[src/core/spi_flag_consts.svh]
`ifndef SPI_FLAG_CONSTS_SVH
`define SPI_FLAG_CONSTS_SVH
// How it works
// A data write while busy sets write collision, bit 6.
// Write collision clears on a 0 written to it or a data write while not busy.
// Enabled controller mode with select-input-disable clear and select pin low sets mode fault, bit 5.
// Mode fault stays set until software writes 0 to it.
// Mode fault clears the port enable and controller select control bits.
// Transfer end with receive full already set sets receive overrun, bit 4.
// Receive overrun clears on a 0 written to it or a data register read.
// Every transfer end sets receive full, bit 3; a 0 write or data read clears it.
// Busy, bit 2, is read-only and high while a transfer is in progress.
// One data register: writes give the byte to send, reads return the byte received.
// All status bits read 0 after reset.
// Transfer complete, bit 7, clears on interrupt acknowledge or a 0 written to it.
// A data write while idle and enabled as controller starts a transfer and sets busy.

`define PCLK_PERIOD_NS 100
`define LINK_PERIOD_NS 800
`define SCK_HALF_CYC ((`LINK_PERIOD_NS / 2) / `PCLK_PERIOD_NS)

`define IDX_STATUS 10'h0bd
`define IDX_DATA 10'h0be
`define IDX_CTRL 10'h0bf
`define IDX_MASK 10'h0c0

`define BIT_CPL 7
`define BIT_COLL 6
`define BIT_FAULT 5
`define BIT_OVF 4
`define BIT_FULL 3
`define BIT_BUSY 2

`define CTL_EN 0
`define CTL_CTRLR 1
`define CTL_SELDIS 2
`define CTL_WMASK 8'h07

`define STATUS_RST 8'h00
`define CTRL_RST 8'h00
`define MASK_RST 8'h00
`define DATA_RST 8'h00
`endif

[src/core/spi_flag_pkg.sv]
package spi_flag_pkg;
  typedef enum logic [1:0] {
    ST_IDLE = 2'h0,
    ST_SHIFT = 2'h1,
    ST_END = 2'h3
  } shift_state_t;
endpackage

[src/core/spi_shifter.sv]
`timescale 1ns/10ps
`include "spi_flag_consts.svh"
module spi_shifter #(
  parameter int HALF_CYC = `SCK_HALF_CYC
) (
  input wire logic pclk,
  input wire logic presetn,
  input wire logic enable,
  input wire logic controller,
  input wire logic start,
  input wire logic [7:0] tx_byte,
  input wire logic sck_s,
  input wire logic sel_n_s,
  input wire logic sdi_s,
  output logic busy,
  output logic done,
  output logic [7:0] rx_byte,
  output logic sck_out,
  output logic sdo
);
  spi_flag_pkg::shift_state_t state_q;
  spi_flag_pkg::shift_state_t state_d;
  logic [7:0] sh_q;
  logic [7:0] rx_q;
  logic [2:0] cnt_q;
  logic [15:0] div_q;
  logic sck_gen_q;
  logic sck_prev_q;

  wire tick = (div_q == 16'(HALF_CYC - 1));
  wire gen_on = (state_q == spi_flag_pkg::ST_SHIFT) && controller;
  wire rise = controller ? (tick && !sck_gen_q) : (sck_s && !sck_prev_q);
  wire fall = controller ? (tick && sck_gen_q) : (!sck_s && sck_prev_q);
  wire last = fall && (cnt_q == 3'h7);
  wire p_go = !controller && !sel_n_s;
  // Peripheral transfer dies when the select is dropped mid-byte
  wire abort = !enable || (!controller && sel_n_s);
  wire load = (state_q == spi_flag_pkg::ST_IDLE) && (state_d == spi_flag_pkg::ST_SHIFT);

  always_comb begin
    state_d = state_q;
    case (state_q)
      spi_flag_pkg::ST_IDLE: begin
        if (enable && ((controller && start) || p_go)) begin
          state_d = spi_flag_pkg::ST_SHIFT;
        end
      end
      spi_flag_pkg::ST_SHIFT: begin
        if (abort) begin
          state_d = spi_flag_pkg::ST_IDLE;
        end else if (last) begin
          state_d = spi_flag_pkg::ST_END;
        end
      end
      spi_flag_pkg::ST_END: state_d = spi_flag_pkg::ST_IDLE;
      default: state_d = spi_flag_pkg::ST_IDLE;
    endcase
  end

  always_ff @(posedge pclk or negedge presetn) begin
    if (!presetn) begin
      state_q <= spi_flag_pkg::ST_IDLE;
      sck_prev_q <= 1'b0;
    end else begin
      state_q <= state_d;
      sck_prev_q <= sck_s;
    end
  end

  always_ff @(posedge pclk or negedge presetn) begin
    if (!presetn) begin
      div_q <= 16'h0000;
      sck_gen_q <= 1'b0;
    end else if (gen_on && !abort) begin
      div_q <= tick ? 16'h0000 : div_q + 16'h0001;
      sck_gen_q <= tick ? !sck_gen_q : sck_gen_q;
    end else begin
      div_q <= 16'h0000;
      sck_gen_q <= 1'b0;
    end
  end

  always_ff @(posedge pclk or negedge presetn) begin
    if (!presetn) begin
      sh_q <= 8'h00;
      rx_q <= 8'h00;
      cnt_q <= 3'h0;
    end else if (load) begin
      sh_q <= tx_byte;
      cnt_q <= 3'h0;
    end else if (state_q == spi_flag_pkg::ST_SHIFT) begin
      if (rise) begin
        rx_q <= {rx_q[6:0], sdi_s};
      end
      if (fall) begin
        sh_q <= {sh_q[6:0], 1'b0};
        cnt_q <= cnt_q + 3'h1;
      end
    end
  end

  assign busy = (state_q != spi_flag_pkg::ST_IDLE);
  assign done = (state_q == spi_flag_pkg::ST_END);
  assign rx_byte = rx_q;
  assign sck_out = sck_gen_q;
  assign sdo = sh_q[7];
endmodule

[src/core/spi_status_flag_logic.sv]
// The implementer's own choice: the APB register port.
`timescale 1ns/10ps
`include "spi_flag_consts.svh"
module spi_status_flag_logic #(
  parameter int HALF_CYC = `SCK_HALF_CYC
) (
  input wire logic pclk,
  input wire logic presetn,
  input wire logic psel,
  input wire logic penable,
  input wire logic pwrite,
  input wire logic [11:0] paddr,
  input wire logic [31:0] pwdata,
  output logic [31:0] prdata,
  output logic pready,
  output logic pslverr,
  output logic irq,
  input wire logic irq_ack,
  input wire logic sck_in,
  output logic sck_out,
  output logic sck_oe,
  input wire logic mosi_in,
  output logic mosi_out,
  output logic mosi_oe,
  input wire logic miso_in,
  output logic miso_out,
  output logic miso_oe,
  input wire logic ss_n_in
);
  function automatic logic hit(input logic [11:0] a, input logic [9:0] idx);
    return a[11:2] == idx;
  endfunction

  // Pin synchronisers: sck, select, mosi, miso
  logic [3:0] pin_raw;
  logic [3:0] meta_q;
  logic [3:0] sync_q;
  assign pin_raw = {sck_in, ss_n_in, mosi_in, miso_in};

  genvar gi;
  generate
    for (gi = 0; gi < 4; gi++) begin : g_sync
      always_ff @(posedge pclk or negedge presetn) begin
        if (!presetn) begin
          meta_q[gi] <= (gi == 2) ? 1'b1 : 1'b0;
          sync_q[gi] <= (gi == 2) ? 1'b1 : 1'b0;
        end else begin
          meta_q[gi] <= pin_raw[gi];
          sync_q[gi] <= meta_q[gi];
        end
      end
    end
  endgenerate

  wire sck_s = sync_q[3];
  wire ss_n_s = sync_q[2];
  wire mosi_s = sync_q[1];
  wire miso_s = sync_q[0];

  // Registers
  logic [7:0] ctrl_q;
  logic [7:0] ctrl_d;
  logic [7:0] mask_q;
  logic [7:0] tx_q;
  logic [7:0] rx_q;
  logic cpl_q;
  logic coll_q;
  logic fault_q;
  logic ovf_q;
  logic full_q;
  logic [31:0] rdata_q;

  // Shifter side
  logic busy;
  logic done;
  logic [7:0] rx_byte;
  logic sck_gen;
  logic sdo;

  // Bus decode
  wire setup = psel && !penable;
  wire acc = psel && penable;
  wire wr = acc && pwrite;
  wire rd = acc && !pwrite;
  wire sel_status = hit(paddr, `IDX_STATUS);
  wire sel_data = hit(paddr, `IDX_DATA);
  wire sel_ctrl = hit(paddr, `IDX_CTRL);
  wire sel_mask = hit(paddr, `IDX_MASK);
  wire mapped = sel_status || sel_data || sel_ctrl || sel_mask;
  wire wr_status = wr && sel_status;
  wire wr_data = wr && sel_data;
  wire wr_ctrl = wr && sel_ctrl;
  wire wr_mask = wr && sel_mask;
  wire rd_data = rd && sel_data;

  // Control bits
  wire en = ctrl_q[`CTL_EN];
  wire ctrlr = ctrl_q[`CTL_CTRLR];
  wire sel_dis = ctrl_q[`CTL_SELDIS];

  // Status events
  wire start = wr_data && !busy && en && ctrlr;
  wire coll_set = wr_data && busy;
  wire coll_clr = (wr_status && !pwdata[`BIT_COLL]) || (wr_data && !busy);
  wire fault_set = en && ctrlr && !sel_dis && !ss_n_s;
  wire fault_clr = wr_status && !pwdata[`BIT_FAULT];
  wire ovf_set = done && full_q;
  wire ovf_clr = (wr_status && !pwdata[`BIT_OVF]) || rd_data;
  wire full_set = done;
  wire full_clr = (wr_status && !pwdata[`BIT_FULL]) || rd_data;
  wire cpl_set = done;
  wire cpl_clr = (wr_status && !pwdata[`BIT_CPL]) || irq_ack;

  wire [7:0] status_v = {cpl_q, coll_q, fault_q, ovf_q, full_q, busy, 2'h0};
  wire sdi = ctrlr ? miso_s : mosi_s;
  // Starting byte bypasses the data register, which updates on the same edge
  wire [7:0] tx_next = start ? pwdata[7:0] : tx_q;

  wire [7:0] rd_mux = sel_status ? status_v :
                      sel_data ? rx_q :
                      sel_ctrl ? ctrl_q :
                      sel_mask ? mask_q : 8'h00;

  spi_shifter #(
    .HALF_CYC(HALF_CYC)
  ) u_shift (
    .pclk(pclk),
    .presetn(presetn),
    .enable(en),
    .controller(ctrlr),
    .start(start),
    .tx_byte(tx_next),
    .sck_s(sck_s),
    .sel_n_s(ss_n_s),
    .sdi_s(sdi),
    .busy(busy),
    .done(done),
    .rx_byte(rx_byte),
    .sck_out(sck_gen),
    .sdo(sdo)
  );

  // Fault wins over a same-cycle software write
  always_comb begin
    ctrl_d = ctrl_q;
    if (wr_ctrl) begin
      ctrl_d = pwdata[7:0] & `CTL_WMASK;
    end
    if (fault_set) begin
      ctrl_d[`CTL_EN] = 1'b0;
      ctrl_d[`CTL_CTRLR] = 1'b0;
    end
  end

  always_ff @(posedge pclk or negedge presetn) begin
    if (!presetn) begin
      ctrl_q <= `CTRL_RST;
    end else begin
      ctrl_q <= ctrl_d;
    end
  end

  always_ff @(posedge pclk or negedge presetn) begin
    if (!presetn) begin
      mask_q <= `MASK_RST;
    end else if (wr_mask) begin
      mask_q <= pwdata[7:0];
    end
  end

  // Colliding write is dropped so the byte on the wire stays intact
  always_ff @(posedge pclk or negedge presetn) begin
    if (!presetn) begin
      tx_q <= `DATA_RST;
    end else if (wr_data && !busy) begin
      tx_q <= pwdata[7:0];
    end
  end

  // Newest byte kept on overrun
  always_ff @(posedge pclk or negedge presetn) begin
    if (!presetn) begin
      rx_q <= `DATA_RST;
    end else if (done) begin
      rx_q <= rx_byte;
    end
  end

  // Sticky flags, set beats clear
  always_ff @(posedge pclk or negedge presetn) begin
    if (!presetn) begin
      coll_q <= 1'b0;
    end else begin
      coll_q <= coll_set || (coll_q && !coll_clr);
    end
  end

  always_ff @(posedge pclk or negedge presetn) begin
    if (!presetn) begin
      fault_q <= 1'b0;
    end else begin
      fault_q <= fault_set || (fault_q && !fault_clr);
    end
  end

  always_ff @(posedge pclk or negedge presetn) begin
    if (!presetn) begin
      ovf_q <= 1'b0;
    end else begin
      ovf_q <= ovf_set || (ovf_q && !ovf_clr);
    end
  end

  always_ff @(posedge pclk or negedge presetn) begin
    if (!presetn) begin
      full_q <= 1'b0;
    end else begin
      full_q <= full_set || (full_q && !full_clr);
    end
  end

  always_ff @(posedge pclk or negedge presetn) begin
    if (!presetn) begin
      cpl_q <= 1'b0;
    end else begin
      cpl_q <= cpl_set || (cpl_q && !cpl_clr);
    end
  end

  // Read data latched in the setup cycle
  always_ff @(posedge pclk or negedge presetn) begin
    if (!presetn) begin
      rdata_q <= 32'h0000_0000;
    end else if (setup) begin
      rdata_q <= {24'h00_0000, rd_mux};
    end
  end

  assign prdata = rdata_q;
  assign pready = 1'b1;
  assign pslverr = acc && !mapped;
  assign irq = |(status_v & mask_q);

  // Pins
  assign sck_out = sck_gen;
  assign sck_oe = en && ctrlr;
  assign mosi_out = sdo;
  assign mosi_oe = en && ctrlr;
  assign miso_out = sdo;
  assign miso_oe = en && !ctrlr && !ss_n_s;
endmodule

[config.mk]
export PLATFORM = sky130hd
export DESIGN_NAME = spi_status_flag_logic
export DESIGN_NICKNAME = d
export VERILOG_FILES = /design/src/core/spi_flag_pkg.sv /design/src/core/spi_shifter.sv /design/src/core/spi_status_flag_logic.sv
export VERILOG_INCLUDE_DIRS = /design/src /design/src/core
export SDC_FILE = /design/constraint.sdc
export NUM_CORES = 1
export LEC_CHECK = 0
export BUFFER_PORTS_ARGS = -buffer_cell sky130_fd_sc_hd__buf_2
export CORE_UTILIZATION = 54
export DETAILED_ROUTE_END_ITERATION = 16
export PLACE_DENSITY = 0.85
export SLEW_MARGIN = 20
export SYNTH_ARGS = -nofsm -noshare
export SYNTH_HDL_FRONTEND = slang
export SYNTH_SLANG_ARGS = --single-unit
[constraint.sdc]
create_clock -name pclk -period 3 [get_ports pclk]
set_clock_uncertainty 0.1 [all_clocks]
set_input_delay 0.45 -clock pclk [delete_from_list [all_inputs] [get_ports pclk]]
set_output_delay 0.45 -clock pclk [all_outputs]
set_load 0.02 [all_outputs]
; ---- Yosys cells after proc, flatten, opt, wreduce, memory -nomap -nowiden
; Cells that the tools add are included.
[word_totals]
elab_cells = 150
input_bits = 54
output_inout_bits = 41
register_bits = 87
[op_classes]
n_bitwise = 2
reduce_logical = 86
n_eq_ne = 10
add_sub_neg = 2
n_mux = 24
[ops]
columns = cell, count
row1 = two-way mux 8 bit, 8
row2 = logical AND 1 bit, 42
row3 = "equality test 10 x 8 -> 1 bit, second input constant", 4
row4 = two-way mux 16 bit, 2
row5 = logical NOT 1 bit, 22
row6 = "adder 16 x 1 -> 16 bit, second input constant", 1
row7 = "equality test 16 x 2 -> 1 bit, second input constant", 1
row8 = logical OR 1 bit, 14
row9 = two-way mux 2 bit, 5
row10 = two-way mux 3 bit, 3
row11 = bitwise AND 8 bit, 1
row12 = nonzero test 2 bit, 4
row13 = OR reduction 8 bit, 1
row14 = two-way mux 1 bit, 5
row15 = "equality test 2 x 1 -> 1 bit, second input constant", 2
row16 = one-hot mux 2 bit (2 select lines), 1
row17 = "adder 3 x 1 -> 3 bit, second input constant", 1
row18 = "equality test 3 bit, second input constant", 1
row19 = AND reduction 3 bit, 1
row20 = "equality test 2 bit, second input constant", 1
row21 = logical NOT 2 bit, 1
row22 = "inequality test 2 x 1 -> 1 bit, second input constant", 1
row23 = AND reduction 2 bit, 1
row24 = NOT 1 bit, 1

; ---- Longest topological paths before layout
[logic_depth]
word_depth = 15
ltp_mapped = 7
mapped_depth_nobuf = 6

; ---- Hierarchy
; From an unflattened synthesis, not the netlist that was laid out.
[hier_totals]
hier_cells = 455
area_unflattened_um2 = 4657.0
[modules_own_cells]
columns = mod, cells_each, area_per_inst_um2, instances, seq_area_each_um2
row1 = spi_status_flag_logic, 228, 2533.7, 1, 1203.7
row2 = spi_shifter, 227, 2123.3, 1, 975.9

; ---- Worst setup path after synthesis
; No wires, ideal clock.
[synth_path]
path_type = reg2reg
start = register u_shift.div_q[0]
end = register u_shift.rx_q[1], in the netlist u_shift.rx_byte[1]
t_required_ps = 2775
setup_slack_ps = 780
stages_incl_launch_ff = 8
path_buffers = 1
arrival_ps = 1995
period_less_slack_ps = 2220
setup_ps = 125
path_cell_list = dfrtp_1 > ha_1 > nor4b_2 > nand4_1 > or3b_1 > a21o_1 > buf_6 > mux2_4
[synth_via]
elab_chain_cells = 11
word_cells_on_any_way = 13
cone_classes = eq/ne: 2 / mux: 5 / bitwise: 1 / reduce/logical: 5
[synth_lines]
columns = element, line_no
row1 = start: declaration, spi_shifter.sv:26  ; logic [15:0] div_q;
row2 = start signal: assignment, spi_shifter.sv:75  ; div_q <= tick ? 16'h0000 : div_q + 16'h0001;
row3 = equality test 16 x 2 -> 1 bit *, spi_shifter.sv:30  ; wire tick = (div_q == 16'(HALF_CYC - 1));
row4 = logical AND 1 bit, spi_shifter.sv:33  ; wire fall = controller ? (tick && sck_gen_q) : (!sck_s && sck_prev_q);
row5 = two-way mux 1 bit, spi_shifter.sv:33
row6 = logical AND 1 bit, spi_shifter.sv:34  ; wire last = fall && (cnt_q == 3'h7);
row7 = two-way mux 2 bit, spi_shifter.sv:51  ; end else if (last) begin
row8 = two-way mux 2 bit, spi_shifter.sv:49  ; if (abort) begin
row9 = one-hot mux 2 bit (2 select lines), spi_shifter.sv:42  ; case (state_q)
row10 = equality test 2 x 1 -> 1 bit, spi_shifter.sv:38  ; wire load = (state_q == spi_flag_pkg::ST_IDLE) && (state_d == spi_flag_pkg::ST_SHIFT);
row11 = logical AND 1 bit, spi_shifter.sv:38
row12 = NOT 1 bit (no source line), n/a
row13 = AND reduction 3 bit (no source line) *, n/a
row14 = end signal: assignment, spi_shifter.sv:93  ; rx_q <= {rx_q[6:0], sdi_s};
row15 = end: declaration, spi_shifter.sv:24  ; logic [7:0] rx_q;
; Mark *: on every way between the ends. The rest lies on a longest branch, timed or not.
; A chain may end at the register's enable or synchronous reset.

; ---- Final worst setup path
[layout_path]
start = register u_shift.div_q[0]
end = register u_shift.rx_q[5], in the netlist u_shift.rx_byte[5]
; Same word-level chain as after synthesis.

==> out/qor.txt <==
Status = complete, no violations
Post-DRT Antenna Nets = 0
Synth area leaders = dfrtp_1, mux2_2, mux2i_1, buf_4, o21ai_0
Drt first pass iters = 5
Worst R2R Start = u_shift.div_q[0]
Max Cap Viol = 0
Setup WS post-layout = 0.483 ns
Core footprint = 7450 sq um
Synth top area share = 50.1%
Antenna cells = 0
Worst slew pin tran = 0.778 ns
Die Ht = 90.7 um
CP required = 3.13 ns
Die X = 90.7 um
H-tree depth = 3
Worst reg2reg endpoint = u_shift.rx_byte[5]
CP startpoint kind = register
Setup repair bufs after CTS = 0
Worst path slowest cell = or3b_1
Synth Instances = 375
Place WS = 0.495 ns
Crit path arrival time = 2.65 ns
Final RePlAce weighted congestion = 0.799
Number of global-route vias before repair = 2881
Initial core utilization = 57.1%
Worst-Skew Late Latency = 0.35 ns
Cts bufs inserted = 9
Row count = 31
Clock period minus worst slack = 2.52 ns
Hold Vio Cnt, Final = 0
Fill count = 591
Clock sink total = 87
Register area share after synthesis = 51.3%
Total congestion overflow = 0
Max Slew Vio Count = 0
Post-DP HPWL = 5590 um
RSZ-0062 raised after global routing = false
CP Class = register to register
Global-route wire length before repair = 13500 um
DR vias/cell = 5.57
Final setup TNS = 0 ns
Fraction of layout cells with a size suffix above 1 = 23.6%
Total GRT Usage = 20.7%
Worst Path Max Fanout = 8
I/O Pins = 95
Clk root buf = clkbuf_8
Synth cell types = 49
Post_cts resized = 0
P per Cell Area = 444 nW/um^2
R2R Setup Slk = 0.48 ns
Async SR Flop Fraction = 100%
Die Area = 8230 sq um
Initial antenna violation count = 0
Worst vdd rail ir drop = 0.214 mV
Longest Clk Path Bufs = 2
Total power = 2.04 mW
EDFF count, synth = 0
Clk slew on worst S/H paths = 0.08 ns
Area Growth Syn to Fin = 8.33%
NumNets Final = 471
Via count = 2886
Mapped cell area = 4250 sq um
Finish-stage setup viols = 0
DRT iter0 DRCs = 189
Tcrit/Tclk final = 83.9%
Hold Path Class = primary input to async pin
Warnings, synthesis = 0
CTS Hold Bufs = 0
CP cell instances = ha_1, nor4b_2, nand4_1, or3b_1, a21o_1, mux2_4
Worst hold margin = 0.0250 ns
Top cell type by total area after synthesis = dfrtp_1
Largest net degree at the start of global routing = 88
Leakage Power = 2.16 nW
Routed wire length per instance = 15.2 um
Port Buffer Count = 43
Count leader, synth = dfrtp_1
Crit. End Element = register
Post-synth top cells = dfrtp_1, buf_4, nor2_1
Drc violations = 0
CTS tree = done
Worst rel slew slack = 48.2%
Syn avg cell area = 11.3 sq um
Max incr delay on CP = 0.43 ns
Ys flop type = dfrtp_1
Synth Register Bits = 87
Max Freq = 397 MHz
R2r worst-path depth = 6
Routed WL = 7870 um
## power breakdown
group          total (mW)  internal, mW  switching (mW)
clock               0.713         0.324           0.390
combinational       0.129        0.0362          0.0924
sequential           1.20          1.19          0.0107
total                2.04          1.55           0.493
## worst max-delay path, delay by kind of cell, from the launching register on
kind / cells / cell delay (ns)
muxes: 1 / 0.35
adders and majority gates: 1 / 0.27
AOI/OAI and AO/OA: 1 / 0.35
and+or+nand+nor: 3 / 0.90
DFF: 1 / 0.42
## per-stage QoR
step	util [%]	instance area, sq um	cells
5_1_grt	61.8	4600	518
2_1_floorplan	-	4340	398
4_1_cts	61.8	4600	518
3_5_place_dp	59.5	4430	502
3_3_place_gp	59.5	4430	502
6_report	61.8	4600	518
## worst max path at each step
stage                     startpoint                 end  cells after the start  slack, ns
floorplan           u_shift.div_q[0]  u_shift.rx_byte[1]                      7       0.78
global placement    u_shift.div_q[0]  u_shift.rx_byte[2]                      6       0.56
detailed placement  u_shift.div_q[0]  u_shift.rx_byte[6]                      6       0.49
CTS                 u_shift.div_q[0]  u_shift.rx_byte[5]                      6       0.48
global route        u_shift.div_q[0]  u_shift.rx_byte[4]                      6       0.29
finish              u_shift.div_q[0]  u_shift.rx_byte[5]                      6       0.48
## area by class of cell
cell class              count  area (sq um)  area share [%]
well taps                  99           124            2.69
inverters                   6          22.5           0.489
flip-flops and latches     87          2180            47.3
clock inverters             3          18.8           0.408
clock buffers              13           149            3.23
repair buffers             46           244            5.30
multi-input cells         264          1870            40.5
## cell families after synthesis
kind of cell               synth area share [%]
AOI/OAI and AO/OA                          8.33
adders and majority gates                 0.883
and+or+nand+nor                            14.6
other                                     0.177
muxes                                      15.0
DFF                                        51.3
buffers and inverters                      6.83
xor gates and xnor gates                   2.89
## sequential cells by signal, indices dropped and copies added (netlist names), 2 cells and up
signal / cells
prdata: 8
meta_q: 4
rx_q: 8
ctrl_q: 3
tx_q: 8
u_shift.cnt_q: 3
u_shift.div_q: 16
u_shift.rx_byte: 8
mask_q: 8
u_shift.sh_q: 8
u_shift.state_q: 2
## layer usage
metal	wire [um]	vias up	track usage, %
li1	-	1354	-
met1	3540	1440	27.7
met2	3880	81	33.8
met3	345	11	3.87
met4	107	0	7.26
met5	0	-	0
## cells in the final DEF, fill, tap and decap left out, types with 3 or more instances in the layout
master / Yosys / final
dfrtp_1: 85 / 85
buf_2: 1 / 42
nor2_1: 27 / 27
mux2i_1: 25 / 25
mux2_2: 25 / 25
conb_1: 2 / 25
o21ai_0: 24 / 24
nand2_1: 19 / 19
nand3_1: 14 / 14
clkbuf_8: 0 / 10
nand2b_1: 9 / 9
xnor2_1: 9 / 9
a21oi_1: 8 / 8
mux2_4: 7 / 7
inv_1: 6 / 6
and3_1: 6 / 6
nor3_1: 5 / 5
and4_1: 5 / 5
xor2_1: 5 / 5
a22oi_1: 5 / 5
o2bb2ai_1: 5 / 5
nor2b_1: 4 / 4
nor4_1: 3 / 3
a311oi_1: 3 / 3
a21o_1: 3 / 3
ha_1: 3 / 3
clkbuf_1: 11 / 3
buf_4: 28 / 3
(Power assumes the default switching activity.)
